<file path="src/rtl/tspl_consts.vh">
`ifndef TSPL_CONSTS_VH
`define TSPL_CONSTS_VH

// register map of the parallel processor port
`define TSPL_ADDR_W           9
`define TSPL_ADDR_BIT_OFFSET  9'h0D5
`define TSPL_ADDR_SLOT_OFFSET 9'h0D6

// field layout
`define TSPL_BIT_OFS_MSB      2
`define TSPL_SLOT_OFS_MSB     6
`define TSPL_BIT_OFS_MASK     8'h07
`define TSPL_SLOT_OFS_MASK    8'h7F

// reset values
`define TSPL_BIT_OFS_RST      3'h0
`define TSPL_SLOT_OFS_RST     7'h00

// system bus rate codes
`define TSPL_RATE_1536        3'h0
`define TSPL_RATE_1544        3'h1
`define TSPL_RATE_2048        3'h2
`define TSPL_RATE_4096        3'h3
`define TSPL_RATE_8192        3'h4

// last bit index of one transmit system-bus frame per rate
`define TSPL_LAST_1536        10'h0BF
`define TSPL_LAST_1544        10'h0C0
`define TSPL_LAST_2048        10'h0FF
`define TSPL_LAST_4096        10'h1FF
`define TSPL_LAST_8192        10'h3FF

// frames per multiframe, last index
`define TSPL_MF_LAST          5'h17

`endif

</file>
<file path="src/rtl/tspl_edge_sync.v">
`timescale 1ns/1ps
module tspl_edge_sync (
	// clock and reset
	input  wire i_clk,
	input  wire i_reset,
	// asynchronous level
	input  wire i_async,
	// synchronised rising edge
	output wire o_rise
);
	reg meta_ff;
	reg sync_ff;
	reg last_ff;

	// meta_ff feeds sync_ff only; the edge is taken between later stages
	always @(posedge i_clk) begin
		if (i_reset) begin
			meta_ff <= 1'b0;
			sync_ff <= 1'b0;
			last_ff <= 1'b0;
		end else begin
			meta_ff <= i_async;
			sync_ff <= meta_ff;
			last_ff <= sync_ff;
		end
	end

	assign o_rise = sync_ff & ~last_ff;
endmodule

</file>
<file path="src/rtl/tspl_sync_pulse_locator.v">
`timescale 1ns/1ps
`include "tspl_consts.vh"

// Functional notes
// seven-bit slot offset in low register bits picks slots 0 to 127.
// software writes zero offset to align with framing bit or slot zero.
// at 2.048/1.544/1.536 rates the offset is a plain binary slot number.
// at 4.096 low bit picks group A/B; at 8.192 two bits pick A-D.
// offsets beyond the frame timebase give no frame or multiframe pulses.
// software writes zero to the reserved top bit of the slot register.
// three-bit bit offset forms low bits of one ten-bit pulse position.
// bit counter matches position, one-bit frame pulse, multiframe pulse in frame 0.
module tspl_sync_pulse_locator (
	// clock and reset
	input  wire       i_clk,
	input  wire       i_reset,
	// processor register port
	input  wire [8:0] i_reg_addr,
	input  wire       i_reg_wr,
	input  wire       i_reg_rd,
	input  wire [7:0] i_reg_wdata,
	output wire [7:0] o_reg_rdata,
	// configuration
	input  wire [2:0] i_sbus_rate,
	// transmit system bus
	input  wire       i_tx_sbus_clk,
	output wire       o_tx_frame_sync_pulse,
	output wire       o_tx_multiframe_sync_pulse
);
	reg  [2:0] bit_ofs_ff;
	reg  [6:0] slot_ofs_ff;
	reg  [7:0] rdata_ff;
	reg  [9:0] bit_cnt_ff;
	reg  [4:0] frm_cnt_ff;
	reg        fsync_ff;
	reg        msync_ff;

	reg  [2:0] nxt_bit_ofs;
	reg  [6:0] nxt_slot_ofs;
	reg  [7:0] nxt_rdata;
	reg  [9:0] nxt_bit_cnt;
	reg  [4:0] nxt_frm_cnt;
	reg        nxt_fsync;
	reg        nxt_msync;

	wire       sbus_rise;
	wire [9:0] frame_last;
	wire [9:0] position;
	wire       in_range;
	wire       hit;
	wire       frame_end;
	wire       mf_end;
	wire       wr_bit_ofs;
	wire       wr_slot_ofs;

	// unknown rate codes fall back to the 2.048 frame
	function [9:0] frame_last_of;
		input [2:0] rate;
		begin
			case (rate)
				`TSPL_RATE_1536: frame_last_of = `TSPL_LAST_1536;
				`TSPL_RATE_1544: frame_last_of = `TSPL_LAST_1544;
				`TSPL_RATE_2048: frame_last_of = `TSPL_LAST_2048;
				`TSPL_RATE_4096: frame_last_of = `TSPL_LAST_4096;
				`TSPL_RATE_8192: frame_last_of = `TSPL_LAST_8192;
				default:         frame_last_of = `TSPL_LAST_2048;
			endcase
		end
	endfunction

	// address decode, shared by the write and read paths
	function is_bit_ofs_addr;
		input [8:0] addr;
		begin
			is_bit_ofs_addr = (addr == `TSPL_ADDR_BIT_OFFSET);
		end
	endfunction

	function is_slot_ofs_addr;
		input [8:0] addr;
		begin
			is_slot_ofs_addr = (addr == `TSPL_ADDR_SLOT_OFFSET);
		end
	endfunction

	// unmapped addresses and reserved bits read as zero
	function [7:0] read_value;
		input [8:0] addr;
		input [2:0] bit_ofs;
		input [6:0] slot_ofs;
		begin
			if (is_bit_ofs_addr(addr)) begin
				read_value = {5'h00, bit_ofs};
			end else if (is_slot_ofs_addr(addr)) begin
				read_value = {1'b0, slot_ofs};
			end else begin
				read_value = 8'h00;
			end
		end
	endfunction

	// a rate change may leave a counter past its new end; wrap it anyway
	function reached_end;
		input [9:0] count;
		input [9:0] last;
		begin
			reached_end = (count >= last);
		end
	endfunction

	// link clock sampled by i_clk; a rising edge starts each bit period
	tspl_edge_sync u_sbus_edge (
		.i_clk   (i_clk),
		.i_reset (i_reset),
		.i_async (i_tx_sbus_clk),
		.o_rise  (sbus_rise)
	);

	assign frame_last  = frame_last_of(i_sbus_rate);
	// slot offset above bit offset: one ten-bit position; in the 4.096 and
	// 8.192 rates the group bits fall out of the same binary position
	assign position    = {slot_ofs_ff, bit_ofs_ff};
	// reserved top bit is not stored, so a stray one there cannot misplace pulses
	assign in_range    = (position <= frame_last);
	assign hit         = sbus_rise & in_range & (bit_cnt_ff == position);
	assign frame_end   = reached_end(bit_cnt_ff, frame_last);
	assign mf_end      = reached_end({5'h00, frm_cnt_ff}, {5'h00, `TSPL_MF_LAST});
	assign wr_bit_ofs  = i_reg_wr & is_bit_ofs_addr(i_reg_addr);
	assign wr_slot_ofs = i_reg_wr & is_slot_ofs_addr(i_reg_addr);

	// offset registers; a write to any other address is dropped
	always @* begin
		nxt_bit_ofs  = bit_ofs_ff;
		nxt_slot_ofs = slot_ofs_ff;
		if (wr_bit_ofs) begin
			nxt_bit_ofs = i_reg_wdata[`TSPL_BIT_OFS_MSB:0];
		end
		if (wr_slot_ofs) begin
			nxt_slot_ofs = i_reg_wdata[`TSPL_SLOT_OFS_MSB:0];
		end
	end

	// read data holds until the next read; a write in the same cycle is not seen
	always @* begin
		nxt_rdata = rdata_ff;
		if (i_reg_rd) begin
			nxt_rdata = read_value(i_reg_addr, bit_ofs_ff, slot_ofs_ff);
		end
	end

	// free-running timebase: bit within frame, frame within multiframe
	// the 1.544 frame counts its framing bit as bit 0
	always @* begin
		nxt_bit_cnt = bit_cnt_ff;
		nxt_frm_cnt = frm_cnt_ff;
		if (sbus_rise) begin
			if (frame_end) begin
				nxt_bit_cnt = 10'h000;
				if (mf_end) begin
					nxt_frm_cnt = 5'h00;
				end else begin
					nxt_frm_cnt = frm_cnt_ff + 5'h01;
				end
			end else begin
				nxt_bit_cnt = bit_cnt_ff + 10'h001;
			end
		end
	end

	// pulses last exactly one bit period, rise to rise
	// they move only at a detected rise, so a stopped link clock freezes them
	always @* begin
		nxt_fsync = fsync_ff;
		nxt_msync = msync_ff;
		if (sbus_rise) begin
			nxt_fsync = hit;
			nxt_msync = hit & (frm_cnt_ff == 5'h00);
		end
	end

	// register file
	always @(posedge i_clk) begin
		if (i_reset) begin
			bit_ofs_ff  <= `TSPL_BIT_OFS_RST;
			slot_ofs_ff <= `TSPL_SLOT_OFS_RST;
			rdata_ff    <= 8'h00;
		end else begin
			bit_ofs_ff  <= nxt_bit_ofs;
			slot_ofs_ff <= nxt_slot_ofs;
			rdata_ff    <= nxt_rdata;
		end
	end

	// timebase restarts at bit 0 of frame 0 on reset
	always @(posedge i_clk) begin
		if (i_reset) begin
			bit_cnt_ff <= 10'h000;
			frm_cnt_ff <= 5'h00;
		end else begin
			bit_cnt_ff <= nxt_bit_cnt;
			frm_cnt_ff <= nxt_frm_cnt;
		end
	end

	// pulse flops, so both outputs leave the block registered
	always @(posedge i_clk) begin
		if (i_reset) begin
			fsync_ff <= 1'b0;
			msync_ff <= 1'b0;
		end else begin
			fsync_ff <= nxt_fsync;
			msync_ff <= nxt_msync;
		end
	end

	assign o_reg_rdata                = rdata_ff;
	assign o_tx_frame_sync_pulse      = fsync_ff;
	assign o_tx_multiframe_sync_pulse = msync_ff;
endmodule

</file>
<file path="config.mk">
export PLATFORM = sky130hd
export DESIGN_NAME = tspl_sync_pulse_locator
export DESIGN_NICKNAME = d
export VERILOG_FILES = /design/src/rtl/tspl_edge_sync.v /design/src/rtl/tspl_sync_pulse_locator.v
export VERILOG_INCLUDE_DIRS = /design/src /design/src/rtl
export SDC_FILE = /design/constraint.sdc
export NUM_CORES = 1
export LEC_CHECK = 0
export BUFFER_PORTS_ARGS = -buffer_cell sky130_fd_sc_hd__buf_2
export CORE_AREA = 2 2 68 70
export CTS_CLUSTER_SIZE = 16
export DETAILED_ROUTE_END_ITERATION = 8
export DIE_AREA = 0 0 70 72
export HOLD_SLACK_MARGIN = 0.02
export PLACE_DENSITY = 0.85
export SLEW_MARGIN = 20
export SYNTH_ARGS = -nofsm -noshare
export SYNTH_HDL_FRONTEND = slang
export SYNTH_SLANG_ARGS = --single-unit
</file>
<file path="constraint.sdc">
create_clock -name i_clk -period 1.8 [get_ports i_clk]
set_input_delay 0.18 -clock i_clk [delete_from_list [all_inputs] [get_ports i_clk]]
set_output_delay 0.18 -clock i_clk [all_outputs]
set_load 0.02 [all_outputs]
</file>
==> results by group, run 1 <==
Detailed routing
  • 1st-iter DRT viols: 76
  • First-pass iteration count of the detailed router: 4
  • Via count: 1,959
  • WL per Instance: 15.6 um
  • WL final: 5470 um
  • DRC Markers: 0
  • DR vias/cell: 5.60
  • Antenna viol nets, final: 0

STA
  • Final Hold Vio Count: 0
  • Fmax: 544 MHz
  • Hold slack final: 0.0951 ns
  • Setup violators final: 2
  • Tmin final: 1.84 ns
  • Period Utilization, post-route: 102%
  • Max-slew violations: 0
  • Unrepaired setup endpoints after global routing: true
  • Final worst slack: -0.0382 ns
  • Worst Skew: 0.0104 ns

Floorplanning
  • Initial Utilization: 50.1%
  • Die ar.: 5040 um^2
  • Num ports: 35
  • CORE AREA: 4260 um^2
  • Die Ht: 72 um
  • Rows: 24
  • Die width: 70 um

Placed design
  • HPWL after DPL: 3590 um
  • Final RePlAce weighted congestion: 0.799
  • Pre-CTS WS: -0.298 ns
  • Buffers on Ports: 32

Layout
  • Area grow syn2layout: 31.6%
  • Nets: 343
  • Reg area: 746 um^2
  • Fillers: 334
  • Layout cells sized above 1: 35.2%
  • Antenna Diode Count: 0
  • Footprint of the multi-input gates: 1470 um^2

Global route
  • Vias in the first global route: 1,903
  • Total track usage: 21.9%
  • GR peak layer: met2
  • First-pass GRT wire length: 8670 um
  • Largest net degree at the start of global routing: 30
  • Global Route met3 Usage: 4.03%
  • Antenna violations before repair: 0
  • M1 GR Usage: 26.4%
  • Remaining Overflow, GRT: 0
  • Global routing met2 resource utilization: 38.0%

Power and ir drop
  • Worst VDD drop: 0.498 mV
  • Tot Pwr: 1750 uW
  • Static leakage: 0.00123 uW
  • Pwr per Cell Area: 624 nW/um^2

Clock tree
  • TritonCTS clock tree: built
  • Clock Sink Count: 37
  • Clk pin slew, worst setup/hold paths: 0.07 ns
  • CTS Buffer Depth: 2
  • CTS Buf Count: 5
  • H-tree Lvls: 2
  • Clock root buffer: clkbuf_8
  • Worst-Skew Late Latency: 0.30 ns
  • Post-CTS Hold Buffers: 0

Critical path
  • CP startpoint kind: input port
  • Kind of critical path: in2reg
  • Crit path required time: 2.01 ns
  • Worst Path Max Fanout: 7
  • CP Capture Type: register
  • CP arrival: 2.05 ns

Yosys
  • Post-synth EDFFs: 0
  • Predominant post-synthesis flop cell: dfxtp_1
  • Syn avg cell area: 9.01 um^2
  • Yosys top cell by area: dfxtp_1
  • Dominant cells by area after synthesis: dfxtp_1 35%, ha_1 12%, xor2_1 5.7%
  • Sequential cell area fraction in the yosys report: 34.7%
  • Synth unique cells: 47
  • Post-synthesis async set-or-reset flop share: 0%
  • Cells after Synth: 237
  • Post-synth top cells: 37 x dfxtp_1, 29 x nor2_1, 21 x ha_1, 15 x nand2_1, 14 x xor2_1
  • Top-area cell type share of the netlist area: 34.7%
  • Yosys reg bits: 37
  • Warnings from Yosys: 0
  • Syn Std Cell Area: 2130 um^2
  • Synth Net Count: 283
  • Top-count cell post-synth: dfxtp_1

Run status
  • Violated checks: setup timing
  • Run status: finished, violations left

Run
  • Maxcap violations: 0

Min path
  • Hold Crit Class: in2reg
## report_power, final
| group | switching, uW | internal [uW] |
|---|---|---|
| combinational | 100 | 88.7 |
| sequential | 7.99 | 830 |
| clock | 309 | 416 |
## cells in the final DEF, fill, tap and decap left out, types with 2 or more instances in the layout
cell type / n
a21oi_1: 10
a21oi_2: 4
a221oi_1: 3
a31oi_1: 2
and2_1: 2
buf_2: 29
buf_4: 29
clkbuf_8: 5
clkinv_4: 2
dfxtp_1: 33
dfxtp_2: 4
ha_1: 13
ha_4: 8
inv_1: 6
mux2i_1: 11
nand2_1: 14
nand2b_1: 4
nand3_1: 6
nand3b_1: 4
nand4_1: 8
nor2_1: 27
nor2_2: 4
nor2b_1: 12
nor3_1: 4
nor4_1: 2
o21ai_0: 3
o21bai_1: 2
o31ai_2: 2
xnor2_1: 3
xor2_1: 14
## stage by stage
stage / setup TNS, ns / area, um^2 / utilization [%] / instances
global placement: -1.33 / 2500 / 58.5 / 337
finish: -0.0698 / 2810 / 65.9 / 350
CTS: -0.0175 / 2630 / 61.7 / 347
global route: -0.205 / 2810 / 65.9 / 350
detailed placement: -1.80 / 2500 / 58.5 / 337
floorplan: -0.0164 / 2140 / - / 237
## path summary, 6_finish.rpt
path                             from                    endpoint  slack (ns)  depth (start not counted)
setup / recovery       i_sbus_rate[1]  o_tx_multiframe_sync_pulse       -0.04                         11
hold / removal          i_tx_sbus_clk         u_sbus_edge.meta_ff         0.1                          2
setup reg to reg        bit_cnt_ff[0]               bit_cnt_ff[0]       -0.03                          8
hold reg to reg   u_sbus_edge.meta_ff         u_sbus_edge.sync_ff        0.44                          1
## final cells by class
class / instances / area share [%]
clock buffers: 6 / 2.58
clock inverters: 2 / 1.38
inverters: 8 / 1.25
multi-input cells: 186 / 52.5
flip-flops and latches: 37 / 26.5
well taps: 52 / 2.32
repair buffers: 59 / 13.5
## cell families after synthesis
group	share of synthesized area (%)
compound gates	13.2
xor+xnor	6.98
fa+ha+maj	12.3
buf+inv	2.81
flops	34.7
mux	5.16
other cells	0.176
simple gates	24.7
## layer usage
layer | share of wire, % | up-vias
li1 | - | 956
met1 | 42 | 918
met2 | 50 | 71
met3 | 5.0 | 14
met4 | 3.2 | 0
met5 | 0 | -
## critical path: stages
cell	delay (ns)
buf_4	0.11
nor2_2	0.04
nand2_2	0.15
clkinv_4	0.13
buf_8	0.16
ha_4	0.27
nand4_1	0.13
buf_4	0.16
o32ai_2	0.25
nand4_1	0.21
o31ai_1	0.27
## sequential cells by signal, indices dropped and copies added, names as in the netlist
name                        count
u_sbus_edge.last_ff             1
o_reg_rdata                     7
o_tx_frame_sync_pulse           1
u_sbus_edge.sync_ff             1
u_sbus_edge.meta_ff             1
bit_ofs_ff                      3
bit_cnt_ff                     10
o_tx_multiframe_sync_pulse      1
slot_ofs_ff                     7
frm_cnt_ff                      5
## repair_timing
| item | CTS | global route |
|---|---|---|
| pin swaps | 5 | 23 |
| gates resized for setup | 2 | 27 |
| gates cloned | 0 | 0 |
| buffers inserted | 2 | 4 |
| setup endpoints to repair | 3 | 15 |
Power figures use the tool's default switching activity.
==> inputs of run 2 (changes only) <==
==> constraint.sdc (replaced) <==
create_clock -name i_clk -period 1.8 [get_ports i_clk]
set_input_delay 0.27 -clock i_clk [delete_from_list [all_inputs] [get_ports i_clk]]
set_output_delay 0.27 -clock i_clk [all_outputs]
set_load 0.02 [all_outputs]
==> run 2 against run 1 <==
The flow still finishes with violations (setup timing). Flip-flop and latch count unchanged. Register-to-register slack worse by 0.04 ns. Count of clock-buffer cells in the layout up 1. Via count up 5.3%. Final area up 2.5%. Worst hold slack better by 0.089 ns. Sequential share of layout area down 0.77 points. Global-route usage down 0.30 points. Sequential power about the same. Critical path type unchanged. Largest cell class unchanged. Highest routed layer unchanged.
==> results by group, run 2 (synthesis results as in run 1) <==
Run status
  • Run status: finished, violations left
  • Violated checks: setup timing

STA
  • Setup TNS Final: -0.263 ns
  • Final worst slack: -0.142 ns
  • Setup violators final: 4
  • Worst Skew: 0.00530 ns
  • Final Hold Vio Count: 0
  • Fmax: 515 MHz
  • Period Utilization, post-route: 108%
  • Tmin final: 1.94 ns
  • Max-slew violations: 0
  • Unrepaired setup endpoints after global routing: true

Layout
  • Nets: 345
  • Area grow syn2layout: 34.8%
  • Largest reg by FF count: bit_cnt_ff
  • Most common cell after layout, fill and taps aside: dfxtp_1
  • Most frequent cells in the layout: 36 x dfxtp_1, 29 x buf_2, 28 x buf_4
  • Antenna Diode Count: 0
  • Layout cells sized above 1: 36.0%
  • Final instance area: 2880 um^2
  • Fin util: 67.5%
  • Max reg flops: 10

Detailed routing
  • DR vias/cell: 5.86
  • WL final: 6300 um
  • 1st-iter DRT viols: 148
  • DRC Markers: 0
  • Antenna viol nets, final: 0
  • Via count: 2,062
  • First-pass iteration count of the detailed router: 4
  • WL per Instance: 17.9 um

Critical path
  • Crit path required time: 2.01 ns
  • Kind of critical path: in2reg
  • Critical R2R Capture: o_tx_multiframe_sync_pulse
  • CP arrival: 2.15 ns
  • Worst r2r src: slot_ofs_ff[0]
  • CP startpoint kind: input port
  • Reg2Reg Depth: 7
  • Flop2flop setup slack: -0.07 ns
  • CP Capture Type: register
  • Worst Path Max Fanout: 5

Global route
  • First-pass GRT wire length: 8650 um
  • Total track usage: 21.6%
  • Antenna violations before repair: 0
  • Largest net degree at the start of global routing: 23
  • Remaining Overflow, GRT: 0
  • Vias in the first global route: 1,945

Clock tree
  • Clk pin slew, worst setup/hold paths: 0.08 ns
  • Clock root buffer: clkbuf_8
  • CTS Buffer Depth: 2
  • H-tree Lvls: 2
  • Clock Sink Count: 37
  • TritonCTS clock tree: built
  • CTS Buf Count: 5
  • Worst-Skew Late Latency: 0.30 ns

Min path
  • Worst hold endpoint: u_sbus_edge.meta_ff
  • Hold_sp: i_tx_sbus_clk
  • Hold Path Depth: 2
  • Hold Crit Class: in2reg

Placed design
  • Final RePlAce weighted congestion: 0.864
  • Pre-CTS WS: -0.452 ns
  • Placement Cell Area: 2520 um^2
  • HPWL after DPL: 3940 um
  • Buffers on Ports: 32

Run
  • Maxcap violations: 0

Floorplanning
  • Initial Utilization: 50.1%
  • Num ports: 35
  • Die Ht: 72 um
  • CORE AREA: 4260 um^2
  • Die ar.: 5040 um^2
  • Rows: 24
  • Die width: 70 um

Power and ir drop
  • Pwr per Cell Area: 625 nW/um^2
  • Worst VDD drop: 0.590 mV
  • Static leakage: 0.00125 uW
==> run 2: cell count changes in the layout (fill, tap and decap cells not counted), sizes merged <==
cell      before  now
clkinv         2    0
clkbuf         6    7
buf           59   60
clkinvlp       0    1
inv            7    8
==> run 2: worst max-delay path, cell delays in order <==
cell and delay, ns:
buf_8 0.09, nor2_4 0.04, nand2_4 0.09, clkinvlp_4 0.26, ha_4 0.25, a211o_1 0.24, o211ai_1 0.09, a31oi_1 0.14
o32ai_2 0.11, nand4_1 0.23, o31ai_1 0.32
==> run 2: worst max path at each step <==
stage                    from                          to  slack, ns
3_3_place_gp   i_sbus_rate[1]  o_tx_multiframe_sync_pulse      -0.29
3_5_place_dp   i_sbus_rate[1]  o_tx_multiframe_sync_pulse      -0.45
2_1_floorplan  i_sbus_rate[1]               bit_cnt_ff[0]      -0.07
5_1_grt        i_sbus_rate[1]  o_tx_multiframe_sync_pulse      -0.17
4_1_cts         bit_cnt_ff[0]               bit_cnt_ff[0]      -0.02
6_report       i_sbus_rate[1]  o_tx_multiframe_sync_pulse      -0.14
==> run 2: final cells by class <==
cell class	instances	area, um^2
repair inverters	1	7.51
clock inverters	1	30.0
fillers	296	1390
well taps	52	65.1
inverters	8	32.5
multi-input cells	186	1520
clock buffers	7	86.3
repair buffers	60	397
flip-flops and latches	37	742
==> run 2: timing repair <==
action                                  4_1_cts  5_1_grt
pin swaps                                     7       23
resized for setup                            10       27
buffers inserted                              3        3
endpoints found under the setup margin        5       16
hold buffers                                  0        0
cloned                                        1        0
==> run 2: where the power goes <==
| group | switching (uW) | internal (uW) | total, uW |
|---|---|---|---|
| Clock | 304 | 452 | 756 |
| Combinational | 109 | 95.1 | 204 |
| Sequential | 8.51 | 830 | 838 |
==> run 2: metrics by stage <==
step	power [uW]	instances	hold WS, ns
after floorplan	949	237	0.398
after global placement	1010	337	0.418
after detailed placement	1020	337	0.433
after CTS	1770	349	0.181
after global routing	1840	352	0.215
final	1800	352	0.184
==> run 2: layer usage <==
metal  global-route usage [%]  wire length (um)  share of wire [%]
met5                        0                 0                  0
met4                     8.33               172                2.7
met1                     26.4              2550                 40
met2                     37.7              3280                 52
met3                     4.31               300                4.8
